**src/common/cfg_pkg.sv**
```systemverilog
// Package of constants and carrier types for the converter configuration block.
// Assumes a single 10 MHz system clock; the serial link is sampled, not clocked.
package cfg_pkg;
  // ****************************************************************
  // Configuration register layout
  // ****************************************************************
  localparam int CFG_W = 16;
  localparam logic [15:0] CFG_RESET = 16'h058B;
  localparam int POS_START = 15;
  localparam int POS_MUX_HI = 14;
  localparam int POS_MUX_LO = 12;
  localparam int POS_GAIN_HI = 11;
  localparam int POS_GAIN_LO = 9;
  localparam int POS_MODE = 8;
  localparam int POS_RATE_HI = 7;
  localparam int POS_RATE_LO = 5;
  localparam int POS_TEMP = 4;
  localparam int POS_PULL = 3;
  localparam int POS_KEY_HI = 2;
  localparam int POS_KEY_LO = 1;
  localparam int POS_RSVD = 0;
  localparam logic [1:0] KEY_VALID = 2'h1;
  localparam logic MODE_SINGLE = 1'b1;
  // ****************************************************************
  // Conversion timing
  // ****************************************************************
  localparam int CLK_HZ = 10_000_000;
  // Conversion cycles per rate code: CLK_HZ / rate, rounded down.
  localparam logic [20:0] CONV_CYC_8 = 21'(CLK_HZ / 8);
  localparam logic [20:0] CONV_CYC_16 = 21'(CLK_HZ / 16);
  localparam logic [20:0] CONV_CYC_32 = 21'(CLK_HZ / 32);
  localparam logic [20:0] CONV_CYC_64 = 21'(CLK_HZ / 64);
  localparam logic [20:0] CONV_CYC_128 = 21'(CLK_HZ / 128);
  localparam logic [20:0] CONV_CYC_250 = 21'(CLK_HZ / 250);
  localparam logic [20:0] CONV_CYC_475 = 21'(CLK_HZ / 475);
  localparam logic [20:0] CONV_CYC_860 = 21'(CLK_HZ / 860);
  localparam int FRAME_BITS = 32;
  // ****************************************************************
  // Carrier types
  // ****************************************************************
  typedef struct packed {
    logic [2:0] input_select;
    logic [2:0] gain_range_select;
    logic single_mode;
    logic [2:0] sample_rate_select;
    logic temp_sensor_select;
    logic out_pullup_enable;
  } settings_t;
  typedef struct packed {
    logic [3:0] pos_onehot;
    logic [3:0] neg_onehot;
  } mux_sel_t;
endpackage

```
**src/hw/link_sampler.sv**
```systemverilog
// Synchroniser and edge finder for the three serial link inputs.
// Assumes the link clock is much slower than sys_clk (10 MHz vs 1.25 MHz).
`timescale 1ns/100ps
`default_nettype none
module link_sampler (
  input wire logic sys_clk,
  input wire logic rst_b,
  input wire logic sclk_pin,
  input wire logic cs_b_pin,
  input wire logic din_pin,
  output logic sclk_rise,
  output logic sclk_fall,
  output logic cs_b_sync,
  output logic din_sync
);
  logic [2:0] meta_ff;
  logic [2:0] sync_ff;
  logic sclk_prev_ff;

  // Reset values match the idle pins (deselected, link clock low), so that
  // the edge finder cannot report a false edge just after reset.
  always_ff @(posedge sys_clk or negedge rst_b) begin
    if (!rst_b) begin
      meta_ff <= 3'h4;
      sync_ff <= 3'h4;
      sclk_prev_ff <= 1'b0;
    end else begin
      meta_ff <= {cs_b_pin, sclk_pin, din_pin};
      sync_ff <= meta_ff;
      sclk_prev_ff <= sync_ff[1];
    end
  end

  assign sclk_rise = sync_ff[1] & ~sclk_prev_ff;
  assign sclk_fall = ~sync_ff[1] & sclk_prev_ff;
  assign cs_b_sync = sync_ff[2];
  assign din_sync = sync_ff[0];
endmodule
`default_nettype wire

```
**src/hw/adc_config_register.sv**
```systemverilog
// Configuration register of a serial converter with its mode-1 serial slave.
// Assumes the host is a mode-1 serial master; all pins arrive asynchronously.
`timescale 1ns/100ps
`default_nettype none
module adc_config_register (
  input wire logic sys_clk,
  input wire logic rst_b,
  input wire logic sclk_pin,
  input wire logic cs_b_pin,
  input wire logic din_pin,
  input wire logic [15:0] conv_result,
  output logic dout_o,
  output logic dout_oe_b,
  output logic pullup_on,
  output cfg_pkg::settings_t settings,
  output cfg_pkg::mux_sel_t mux_sel,
  output logic use_temp_sensor,
  output logic [2:0] full_scale_code,
  output logic converting,
  output logic conv_done
);
  import cfg_pkg::*;

  // ****************************************************************
  // Link sampling
  // ****************************************************************
  logic sclk_rise;
  logic sclk_fall;
  logic cs_b_sync;
  logic din_sync;

  link_sampler u_samp (
    .sys_clk(sys_clk),
    .rst_b(rst_b),
    .sclk_pin(sclk_pin),
    .cs_b_pin(cs_b_pin),
    .din_pin(din_pin),
    .sclk_rise(sclk_rise),
    .sclk_fall(sclk_fall),
    .cs_b_sync(cs_b_sync),
    .din_sync(din_sync)
  );

  // ****************************************************************
  // Stored settings
  // ****************************************************************
  logic [15:0] cfg_ff;
  logic [15:0] rx_ff;
  logic [5:0] bit_cnt_ff;
  logic [31:0] tx_ff;
  logic dout_ff;
  logic [15:0] echo_ff;
  logic active;
  logic word_done;
  logic [15:0] rx_word;
  logic key_ok;
  logic [15:0] nxt_cfg;
  logic start_req;

  assign active = ~cs_b_sync;
  assign rx_word = {rx_ff[14:0], din_sync};
  assign word_done = active & sclk_fall & (bit_cnt_ff == 6'h0F);
  assign key_ok = rx_word[POS_KEY_HI:POS_KEY_LO] == KEY_VALID;
  // The start bit is never stored, and the reserved bit is forced to one.
  assign nxt_cfg = {1'b0, rx_word[14:1], 1'b1};
  assign start_req = word_done & key_ok & rx_word[POS_START];

  always_ff @(posedge sys_clk or negedge rst_b) begin
    if (!rst_b) begin
      cfg_ff <= CFG_RESET;
    end else if (word_done && key_ok) begin
      cfg_ff <= nxt_cfg;
    end
  end

  // ****************************************************************
  // Serial shifter
  // ****************************************************************
  // Data is sampled on the falling edge and launched on the rising edge.
  always_ff @(posedge sys_clk or negedge rst_b) begin
    if (!rst_b) begin
      rx_ff <= 16'h0000;
      bit_cnt_ff <= 6'h00;
      echo_ff <= 16'h0000;
    end else if (!active) begin
      bit_cnt_ff <= 6'h00;
    end else if (sclk_fall) begin
      rx_ff <= rx_word;
      if (bit_cnt_ff != 6'h3F) begin
        bit_cnt_ff <= bit_cnt_ff + 6'h01;
      end
      if (bit_cnt_ff == 6'h0F) begin
        echo_ff <= key_ok ? nxt_cfg : cfg_ff;
      end
    end
  end

  // Frame is loaded on chip-select fall; readback half is patched after bit 16.
  logic cs_prev_ff;
  always_ff @(posedge sys_clk or negedge rst_b) begin
    if (!rst_b) begin
      cs_prev_ff <= 1'b1;
      tx_ff <= 32'h0000_0000;
      dout_ff <= 1'b1;
    end else begin
      cs_prev_ff <= cs_b_sync;
      if (cs_prev_ff && !cs_b_sync) begin
        tx_ff <= {conv_result, cfg_ff};
      end else if (active && sclk_rise) begin
        if (bit_cnt_ff == 6'h10) begin
          dout_ff <= echo_ff[15];
          tx_ff <= {echo_ff[14:0], 17'h00000};
        end else begin
          dout_ff <= tx_ff[31];
          tx_ff <= {tx_ff[30:0], 1'b0};
        end
      end
    end
  end

  assign dout_o = dout_ff;
  assign dout_oe_b = cs_b_sync;
  assign pullup_on = cs_b_sync & cfg_ff[POS_PULL];

  // ****************************************************************
  // Decoded settings
  // ****************************************************************
  assign settings.input_select = cfg_ff[POS_MUX_HI:POS_MUX_LO];
  assign settings.gain_range_select = cfg_ff[POS_GAIN_HI:POS_GAIN_LO];
  assign settings.single_mode = cfg_ff[POS_MODE];
  assign settings.sample_rate_select = cfg_ff[POS_RATE_HI:POS_RATE_LO];
  assign settings.temp_sensor_select = cfg_ff[POS_TEMP];
  assign settings.out_pullup_enable = cfg_ff[POS_PULL];
  assign use_temp_sensor = cfg_ff[POS_TEMP];
  // Codes 5 to 7 all collapse onto the smallest range.
  assign full_scale_code = (settings.gain_range_select > 3'h4) ? 3'h5
                           : settings.gain_range_select;

  function automatic mux_sel_t mux_decode(input logic [2:0] code);
    mux_sel_t m;
    m = '{pos_onehot: 4'h1, neg_onehot: 4'h2};
    unique case (code)
      3'h0: m = '{pos_onehot: 4'h1, neg_onehot: 4'h2};
      3'h1: m = '{pos_onehot: 4'h1, neg_onehot: 4'h8};
      3'h2: m = '{pos_onehot: 4'h2, neg_onehot: 4'h8};
      3'h3: m = '{pos_onehot: 4'h4, neg_onehot: 4'h8};
      // Pairings for the upper codes are unconfirmed; single-ended is assumed.
      3'h4: m = '{pos_onehot: 4'h1, neg_onehot: 4'h0};
      3'h5: m = '{pos_onehot: 4'h2, neg_onehot: 4'h0};
      3'h6: m = '{pos_onehot: 4'h4, neg_onehot: 4'h0};
      3'h7: m = '{pos_onehot: 4'h8, neg_onehot: 4'h0};
    endcase
    return m;
  endfunction

  assign mux_sel = mux_decode(settings.input_select);

  function automatic logic [20:0] rate_cycles(input logic [2:0] code);
    logic [20:0] c;
    c = CONV_CYC_128;
    unique case (code)
      3'h0: c = CONV_CYC_8;
      3'h1: c = CONV_CYC_16;
      3'h2: c = CONV_CYC_32;
      3'h3: c = CONV_CYC_64;
      3'h4: c = CONV_CYC_128;
      3'h5: c = CONV_CYC_250;
      3'h6: c = CONV_CYC_475;
      3'h7: c = CONV_CYC_860;
    endcase
    return c;
  endfunction

  // ****************************************************************
  // Conversion sequencer
  // ****************************************************************
  typedef enum logic [1:0] {
    ST_IDLE = 2'b00,
    ST_CONV = 2'b01
  } conv_state_t;
  conv_state_t state_ff;
  logic [20:0] conv_cnt_ff;
  logic [20:0] conv_len;
  logic conv_end;
  logic begin_conv;

  assign conv_len = rate_cycles(settings.sample_rate_select);
  assign conv_end = (state_ff == ST_CONV) && (conv_cnt_ff >= conv_len - 21'h1);
  // A start while converting is dropped, never held for later.
  assign begin_conv = (state_ff == ST_IDLE)
                      && (!settings.single_mode || start_req);

  always_ff @(posedge sys_clk or negedge rst_b) begin
    if (!rst_b) begin
      state_ff <= ST_IDLE;
      conv_cnt_ff <= 21'h000000;
    end else begin
      unique case (state_ff)
        ST_IDLE: begin
          conv_cnt_ff <= 21'h000000;
          if (begin_conv) begin
            state_ff <= ST_CONV;
          end
        end
        ST_CONV: begin
          conv_cnt_ff <= conv_cnt_ff + 21'h000001;
          if (conv_end) begin
            state_ff <= ST_IDLE;
          end
        end
        default: state_ff <= ST_IDLE;
      endcase
    end
  end

  assign converting = (state_ff == ST_CONV);
  assign conv_done = conv_end;

  // ****************************************************************
  // Checks
  // ****************************************************************
  AST_RESERVED_ONE: assert property (@(posedge sys_clk) disable iff (!rst_b)
    cfg_ff[POS_RSVD] == 1'b1) else $error("Reserved bit not one.");
  AST_START_ZERO: assert property (@(posedge sys_clk) disable iff (!rst_b)
    cfg_ff[POS_START] == 1'b0) else $error("Start bit stored.");
  AST_BAD_KEY: assert property (@(posedge sys_clk) disable iff (!rst_b)
    (word_done && !key_ok) |=> $stable(cfg_ff)) else $error("Bad key changed register.");
  AST_GOOD_KEY: assert property (@(posedge sys_clk) disable iff (!rst_b)
    (word_done && key_ok) |=> cfg_ff[14:1] == $past(rx_word[14:1]))
    else $error("Valid word not stored.");
  AST_NO_QUEUE: assert property (@(posedge sys_clk) disable iff (!rst_b)
    (!converting && settings.single_mode && !start_req) |=> !converting)
    else $error("Start queued.");
  AST_SINGLE_START: assert property (@(posedge sys_clk) disable iff (!rst_b)
    (!converting && start_req) |=> converting) else $error("Single start missed.");
  AST_SINGLE_STOPS: assert property (@(posedge sys_clk) disable iff (!rst_b)
    (conv_end && settings.single_mode && !word_done)
    |=> !converting ##1 (!converting || $past(start_req)))
    else $error("Single mode kept converting.");
  AST_PULLUP: assert property (@(posedge sys_clk) disable iff (!rst_b)
    pullup_on == (cs_b_sync && cfg_ff[POS_PULL])) else $error("Pullup wrong.");
  AST_GAIN_TOP: assert property (@(posedge sys_clk) disable iff (!rst_b)
    (settings.gain_range_select >= 3'h5) |-> full_scale_code == 3'h5)
    else $error("Gain collapse wrong.");
endmodule
`default_nettype wire

```
**config.mk**
```make
export PLATFORM = sky130hd
export DESIGN_NAME = adc_config_register
export DESIGN_NICKNAME = d
export VERILOG_FILES = /design/src/common/cfg_pkg.sv /design/src/hw/link_sampler.sv /design/src/hw/adc_config_register.sv
export SDC_FILE = /design/constraint.sdc
export NUM_CORES = 1
export LEC_CHECK = 0
export BUFFER_PORTS_ARGS = -buffer_cell sky130_fd_sc_hd__buf_4
export CORE_ASPECT_RATIO = 1.1
export CORE_MARGIN = 3
export CORE_UTILIZATION = 40
export CTS_BUF_LIST = sky130_fd_sc_hd__clkbuf_16
export DETAILED_ROUTE_END_ITERATION = 10
export HOLD_SLACK_MARGIN = 0.12
export PLACE_DENSITY = 0.59
export SYNTH_ARGS = -nofsm -noshare
export SYNTH_HDL_FRONTEND = slang
export SYNTH_SLANG_ARGS = --single-unit
```
**constraint.sdc**
```tcl
create_clock -name sys_clk -period 4 [get_ports sys_clk]
set_input_delay 0.2 -clock sys_clk [delete_from_list [all_inputs] [get_ports sys_clk]]
set_output_delay 0.2 -clock sys_clk [all_outputs]
set_load 0.05 [all_outputs]
```
* After elaboration in Yosys (flattened, before gate mapping)
Memory sizes are Yosys's and may differ from the RTL's. Cells that the tools add are included.
Word-level totals: register bits after elaboration 115, ROM bits 216, output and inout bits 29, word-level logic and storage cells 68, memories kept 2
Memories:
- (no name shown) | words 8, width 21, read ports 1, clocked after Yosys merged registers in 0, wr ports 0, RTL line adc_config_register.sv:161 | unique case (code)
- (no name shown) | words 8, width 6, read ports 1, clocked after Yosys merged registers in 0, wr ports 0, RTL line adc_config_register.sv:142 | unique case (code)
Operators by class: add/subtract/negate cells 3, $lt $le $gt $ge 2, equal/unequal tests 7, muxes and demuxes 13, bitwise operators 11, reductions and logical operators 18
Operator list (count):
- $mux W32 | 3
- $pmux W21 S2 | 1
- $add A21 B1 Y21 const B | 1
- $ge A21 B21 Y1 | 1
- $sub A21 B1 Y21 const B | 1
- $mux W6 | 3
- $mux W15 | 1
- $reduce_and A2 Y1 | 4
- $reduce_bool A2 Y1 | 4
- $and A1 B1 Y1 | 7
- $add A6 B1 Y6 const B | 1
- $eq A6 B4 Y1 const B | 1
- $eq A6 B5 Y1 const B | 1
- $ne A6 B6 Y1 const B | 1
- $logic_and A1 B1 Y1 | 5
- $eq A2 B1 Y1 const B | 2
- $mux W2 | 2
- $not A1 Y1 | 4
- $pmux W2 S2 | 1
- $gt A3 B3 Y1 const B | 1
- $mux W3 | 1
- $reduce_and A3 Y1 | 1
- $logic_not A1 Y1 | 2
- $logic_not A2 Y1 | 1
- other kinds (4) | 4

* Depth between registers and ports, before layout
depth in word-level cells 10, gate-level depth with buffers 17, mapped depth without buffers 16

* Hierarchy
From an unflattened synthesis, not the netlist that was laid out.
Unflattened totals: cells, all modules 625, area total of the unflattened synthesis 6129.6 um^2
Modules (own cells, without submodules):
- adc_config_register | instances 1, cells each 616, area each 5936.9 um^2, sequential area each 2661.3 um^2
- link_sampler | instances 1, cells each 9, area each 192.7 um^2, sequential area each 177.7 um^2

* Worst setup path before layout
Ideal clock, no wire load.
path type register -> register, start register cfg_ff[5], end register state_ff[0], library setup time 0.183 ns, data arrival time 4.394 ns, slack -0.577 ns, cell stages (with the launch flop) 18, cells stage by stage dfrtp_1 > buf_6 > inv_1 > ha_1 > inv_1 > nand2_1 > ha_1 > nor3b_2 > nand4_2 > or3_1 > xor2_1 > a21o_1 > ha_1 > nand4_1 > nor4_1 > o311ai_0 > a31oi_1 > a31oi_1
On the way: longest elaborated chain between the ends 6
RTL lines:
- from (decl) | RTL line adc_config_register.sv:47 | logic [15:0] cfg_ff;
- from (signal assigned) | RTL line adc_config_register.sv:72 | cfg_ff <= nxt_cfg;
- $mem_v2 Z8 W21
- $sub A21 B1 Y21 | RTL line adc_config_register.sv:188 | assign conv_end = (state_ff == ST_CONV) && (conv_cnt_ff >= conv_len - 21'h1);
- $ge A21 B21 Y1 | RTL line adc_config_register.sv:188
- $logic_and A1 B1 Y1 | RTL line adc_config_register.sv:188
- named net conv_done | RTL line adc_config_register.sv:20 | output logic conv_done
- $ne A2 B1 Y1 (no source line)
- $reduce_and A2 Y1 (no source line)
- to (signal assigned) | RTL line adc_config_register.sv:195 | state_ff <= ST_IDLE;
- to (signal assigned) | RTL line adc_config_register.sv:202 | state_ff <= ST_CONV;
- to (signal assigned) | RTL line adc_config_register.sv:208 | state_ff <= ST_IDLE;
- to (decl) | RTL line adc_config_register.sv:181 | conv_state_t state_ff;
The timed path passes the listed nets, and every way through them passes these cells. A chain may end at the register's enable or synchronous reset.

* Final worst setup path
start register cfg_ff[5], end output conv_done
On the way: longest elaborated chain between the ends 4
RTL lines (RTL line):
- $mem_v2 Z8 W21
- $sub A21 B1 Y21 | adc_config_register.sv:188
- $ge A21 B21 Y1 | adc_config_register.sv:188
- $logic_and A1 B1 Y1 | adc_config_register.sv:188
- to (decl) | adc_config_register.sv:20
Every way passes these cells.

==> implementation parameters <==
Parameter                              Value

Min path
  Worst min-delay path class    flop to flop

Timing
  Slew headroom    0.309
  Minimum period implied by the final worst setup slack    between 4 and 5 ns
  Final setup margin    -0.108 ns
  Least-Margin Pin Slew    ~1.0 ns
  F_max    about 240 MHz
  Number of hold violations in the final report    0
  Total negative slack    -0.108 ns
  Fin crit share    1.03
  Setup violations, final    1
  Final Max Tran Viols    0
  Worst hold slack    0.343 ns
  RSZ-0062 raised after global routing    yes
  Setup clock skew after layout    0.00704 ns

Yosys
  Syn Inst Count    between 500 and 600
  FFs w/ async S/R, synth    1.00
  Most frequently used flop master after synthesis    sky130_fd_sc_hd__dfrtp_1
  Post-synthesis instance area    between 6000 and 7000 um2
  Synth area leader    sky130_fd_sc_hd__dfrtp_1
  Share of the synthesized area in the top cell type    0.425
  Number of flip-flops and latches in the synthesized netlist    113
  Synth area leaders    sky130_fd_sc_hd__dfrtp_1 43%, sky130_fd_sc_hd__ha_1 6.5%, sky130_fd_sc_hd__mux2_2 5.0%, sky130_fd_sc_hd__mux2i_1 4.4%, sky130_fd_sc_hd__dfstp_2 3.9%
  Number of warning messages in the yosys log    0
  EDFF count, synth    0
  Post-synthesis area per instance    10.3 um2
  Cell variety after synth    just under 60
  Part of the Yosys area used for sequential elements    0.464

Global route
  Pin count of the biggest net entering global routing    51
  Via count of the first global-routing pass    approximately 4.7k
  Remaining Overflow, GRT    0
  Gr usage total    0.187
  Antenna violations before repair    0
  Wire length of the first global-routing pass    between 20 and 25 mm

Finish
  Final cell count without fillers    ~860
  Number of inserted diodes    0
  Top library cells by usage in the layout, fill and taps aside    104 x sky130_fd_sc_hd__dfrtp_1, 68 x sky130_fd_sc_hd__buf_4, 59 x sky130_fd_sc_hd__nor2_1
  Seq. cell area    between 2000 and 3000 um2
  Layout overhead on the synthesized area    23.9%
  Layout cells sized above 1    0.238
  Area of the multi-input gates    3080 um2
  Finished Core Util    0.517
  Layout net count    712
  Layout fillers    ~1.3k
  Most common cell after layout, fill and taps aside    sky130_fd_sc_hd__dfrtp_1

Flow run
  Max cap viols    0

Detailed routing
  Starting DRC count in detailed routing    approximately 260
  WL final    between 10 and 15 mm
  Vias per cell    5.27
  TritonRoute pass-1 iters    4
  Via count    4,549
  Final ANT Viol Nets    0
  Drc violations    0
  Avg WL per Cell    about 17 um

Critical path
  Largest delay contributor family on the critical path    simple AND/OR/NAND/NOR gates
  Arrival time at the worst endpoint    3.91 ns
  Critical path type    flop to output port
  Crit path cell chain    inv_2 > ha_4 > inv_4 > nand2_4 > ha_4 > nor3b_4 > nand4_2 > or3_4 > xor2_1 > a21o_1 > ha_4 > nand4_1 > nor4_4 > buf_4 > a221oi_2 > a31oi_4 > buf_6
  WP data required    about 3.8 ns
  Register-to-register setup slack    0.37 ns
  Largest fanout on the critical path    4
  Critical Path Slowest Stage Cell    sky130_fd_sc_hd__or3_4
  Kind of capture point of the worst setup path    output port
  Number of buffers and inverters on the critical path    4
  Crit-path most repeated cell    sky130_fd_sc_hd__ha_4
  Critical path startpoint category    flop
  Longest individual stage delay on the worst path    around 0.40 ns

Clock network
  Max clock buf depth    2
  Worst-path clk slew    about 0.05 ns
  Clock tree from TritonCTS    yes
  Clock root buffer master    sky130_fd_sc_hd__clkbuf_16
  Number of clock sinks    between 100 and 150
  Clock latency on the worst-skew pair    about 0.41 ns
  H-tree lvl count    4
  Clock buffers created by TritonCTS    17

Die
  Total core area    between 10,000 and 15,000 um2
  Die ar.    around 17,000 um2
  Die height    136 um
  Number of placement rows    46
  Overall die width    ~120 um
  I/O Pins    50
  Starting utilization of the core area    0.417

Status
  Violations in the final reports    setup timing
  Outcome    finished with violations

Power
  Sum of internal, switching and leakage power    roughly 0.0031 W
  Peak supply drop    approximately 0.26 mV
  Leakage power figure    around 3.5 nW
  Power per unit of standard cell area    a little over 400 nW/um2

Placed design
  Post-detailed-placement half-perimeter wirelength    around 10 mm
  Gpl congestion    0.875
  Port buffer count    47
  Number of placed cells counting well taps    802
==> cell type report <==
type	instances	area share
flip-flops and latches	113	0.374
inverters	16	0.00825
clock inverters	15	0.0267
well taps	192	0.0317
multi-input cells	421	0.406
repair buffers	90	0.0967
clock buffers	17	0.0561
==> power by group <==
| part | total (W) | leakage, nW | switching, W | internal, W |
|---|---|---|---|---|
| clock | 0.00162 | 0.317 | 0.000525 | 0.00109 |
| combinational | 0.000245 | 1.75 | 0.000124 | 0.000122 |
| sequential | 0.00128 | 1.47 | 0.0000628 | 0.00122 |
==> logic make-up (layout without fill, tap and decap cells) <==
group,after synthesis,count (layout),synth area share
AOI/OAI and AO/OA,120,120,0.134
xor gates and xnor gates,22,22,0.0315
adders and majority gates,32,32,0.0654
buffers and inverters,63,138,0.0544
DFF,113,113,0.464
muxes,54,54,0.0938
other,1,2,0.000613
and+or+nand+nor,191,191,0.157
==> worst register-to-register path, cell delays in order, from the launching register on <==
cell	delay (ns)
sky130_fd_sc_hd__dfrtp_1	0.37
sky130_fd_sc_hd__inv_2	0.06
sky130_fd_sc_hd__ha_4	0.30
sky130_fd_sc_hd__inv_4	0.05
sky130_fd_sc_hd__nand2_4	0.08
sky130_fd_sc_hd__ha_4	0.14
sky130_fd_sc_hd__nor3b_4	0.23
sky130_fd_sc_hd__nand4_2	0.14
sky130_fd_sc_hd__or3_4	0.40
sky130_fd_sc_hd__buf_4	0.15
sky130_fd_sc_hd__a21oi_2	0.13
sky130_fd_sc_hd__a21oi_1	0.06
sky130_fd_sc_hd__ha_1	0.33
sky130_fd_sc_hd__a21o_1	0.16
sky130_fd_sc_hd__a21o_1	0.19
sky130_fd_sc_hd__a221oi_2	0.33
sky130_fd_sc_hd__a31oi_4	0.14
sky130_fd_sc_hd__buf_4	0.15
sky130_fd_sc_hd__a31oi_1	0.14
==> metal layers <==
metal  wire [um]  up-vias  share of wire  GRT usage
met5           0        -              0          0
met1        6610     2221           0.45      0.235
met2        7380       78           0.50      0.318
met4         242        0          0.017     0.0712
li1            -     2230              -          -
met3         416       20          0.028     0.0351
==> final timing paths <==
check	from	to	cells after the start
hold reg to reg	u_samp.meta_ff[1]	u_samp.sync_ff[1]	0
max in group asynchronous	rst_b	cfg_ff[8]	3
min in group asynchronous	rst_b	tx_ff[13]	2
hold / removal	u_samp.meta_ff[1]	u_samp.sync_ff[1]	0
setup / recovery	cfg_ff[5]	conv_done	17
setup reg to reg	cfg_ff[5]	state_ff[0]	18
==> flip-flops by register name (all words and copies together) (netlist names) <==
signal	cells
cfg_ff	14
tx_ff	32
dout_o	1
echo_ff	15
conv_cnt_ff	21
u_samp.sync_ff	3
bit_cnt_ff	6
cs_prev_ff	1
u_samp.sclk_prev_ff	1
rx_ff	15
u_samp.meta_ff	3
state_ff	1
==> cell usage after synthesis (2+ instances only) <==
cell type and number:
sky130_fd_sc_hd__a21boi_0 2, sky130_fd_sc_hd__o211ai_1 4, sky130_fd_sc_hd__inv_1 14, sky130_fd_sc_hd__and3_1 19, sky130_fd_sc_hd__and2_1 5, sky130_fd_sc_hd__nor2_1 59, sky130_fd_sc_hd__mux2_2 27, sky130_fd_sc_hd__buf_6 2
sky130_fd_sc_hd__nand3_1 17, sky130_fd_sc_hd__nor3_1 5, sky130_fd_sc_hd__buf_4 16, sky130_fd_sc_hd__nor2b_1 4, sky130_fd_sc_hd__or3_1 4, sky130_fd_sc_hd__or2_2 2, sky130_fd_sc_hd__dfrtp_1 104, sky130_fd_sc_hd__nand3b_1 3
sky130_fd_sc_hd__a21oi_1 26, sky130_fd_sc_hd__nor4_1 3, sky130_fd_sc_hd__xor2_1 12, sky130_fd_sc_hd__mux2i_1 27, sky130_fd_sc_hd__o311ai_0 2, sky130_fd_sc_hd__nand2_1 45, sky130_fd_sc_hd__buf_2 4, sky130_fd_sc_hd__nand2b_1 7
sky130_fd_sc_hd__a31oi_1 2, sky130_fd_sc_hd__nand4_1 9, sky130_fd_sc_hd__o31ai_1 2, sky130_fd_sc_hd__dfstp_2 9, sky130_fd_sc_hd__o21ai_0 24, sky130_fd_sc_hd__a221o_1 11, sky130_fd_sc_hd__a211oi_1 17, sky130_fd_sc_hd__a21o_1 21
sky130_fd_sc_hd__ha_1 32, sky130_fd_sc_hd__clkbuf_1 22, sky130_fd_sc_hd__buf_1 2, sky130_fd_sc_hd__xnor2_1 10
==> stage by stage <==
step                      instance area (um2)  setup slack [ns]
final                                    7580            -0.108
after CTS                                7500           0.00423
after global placement                   6580             0.184
after global routing                     7580            -0.281
after floorplan                          6140            0.0201
after detailed placement                 6580            0.0983
==> repair_timing <==
action / in CTS / in global routing
setup endpoints to repair: 1 / 1
pin swaps: 10 / 10
setup buffers: 3 / 7
hold buffers: 20 / 0
resized for setup: 13 / 7
endpoints found under the hold margin: 61 / 0
Power figures use the tool's default switching activity.
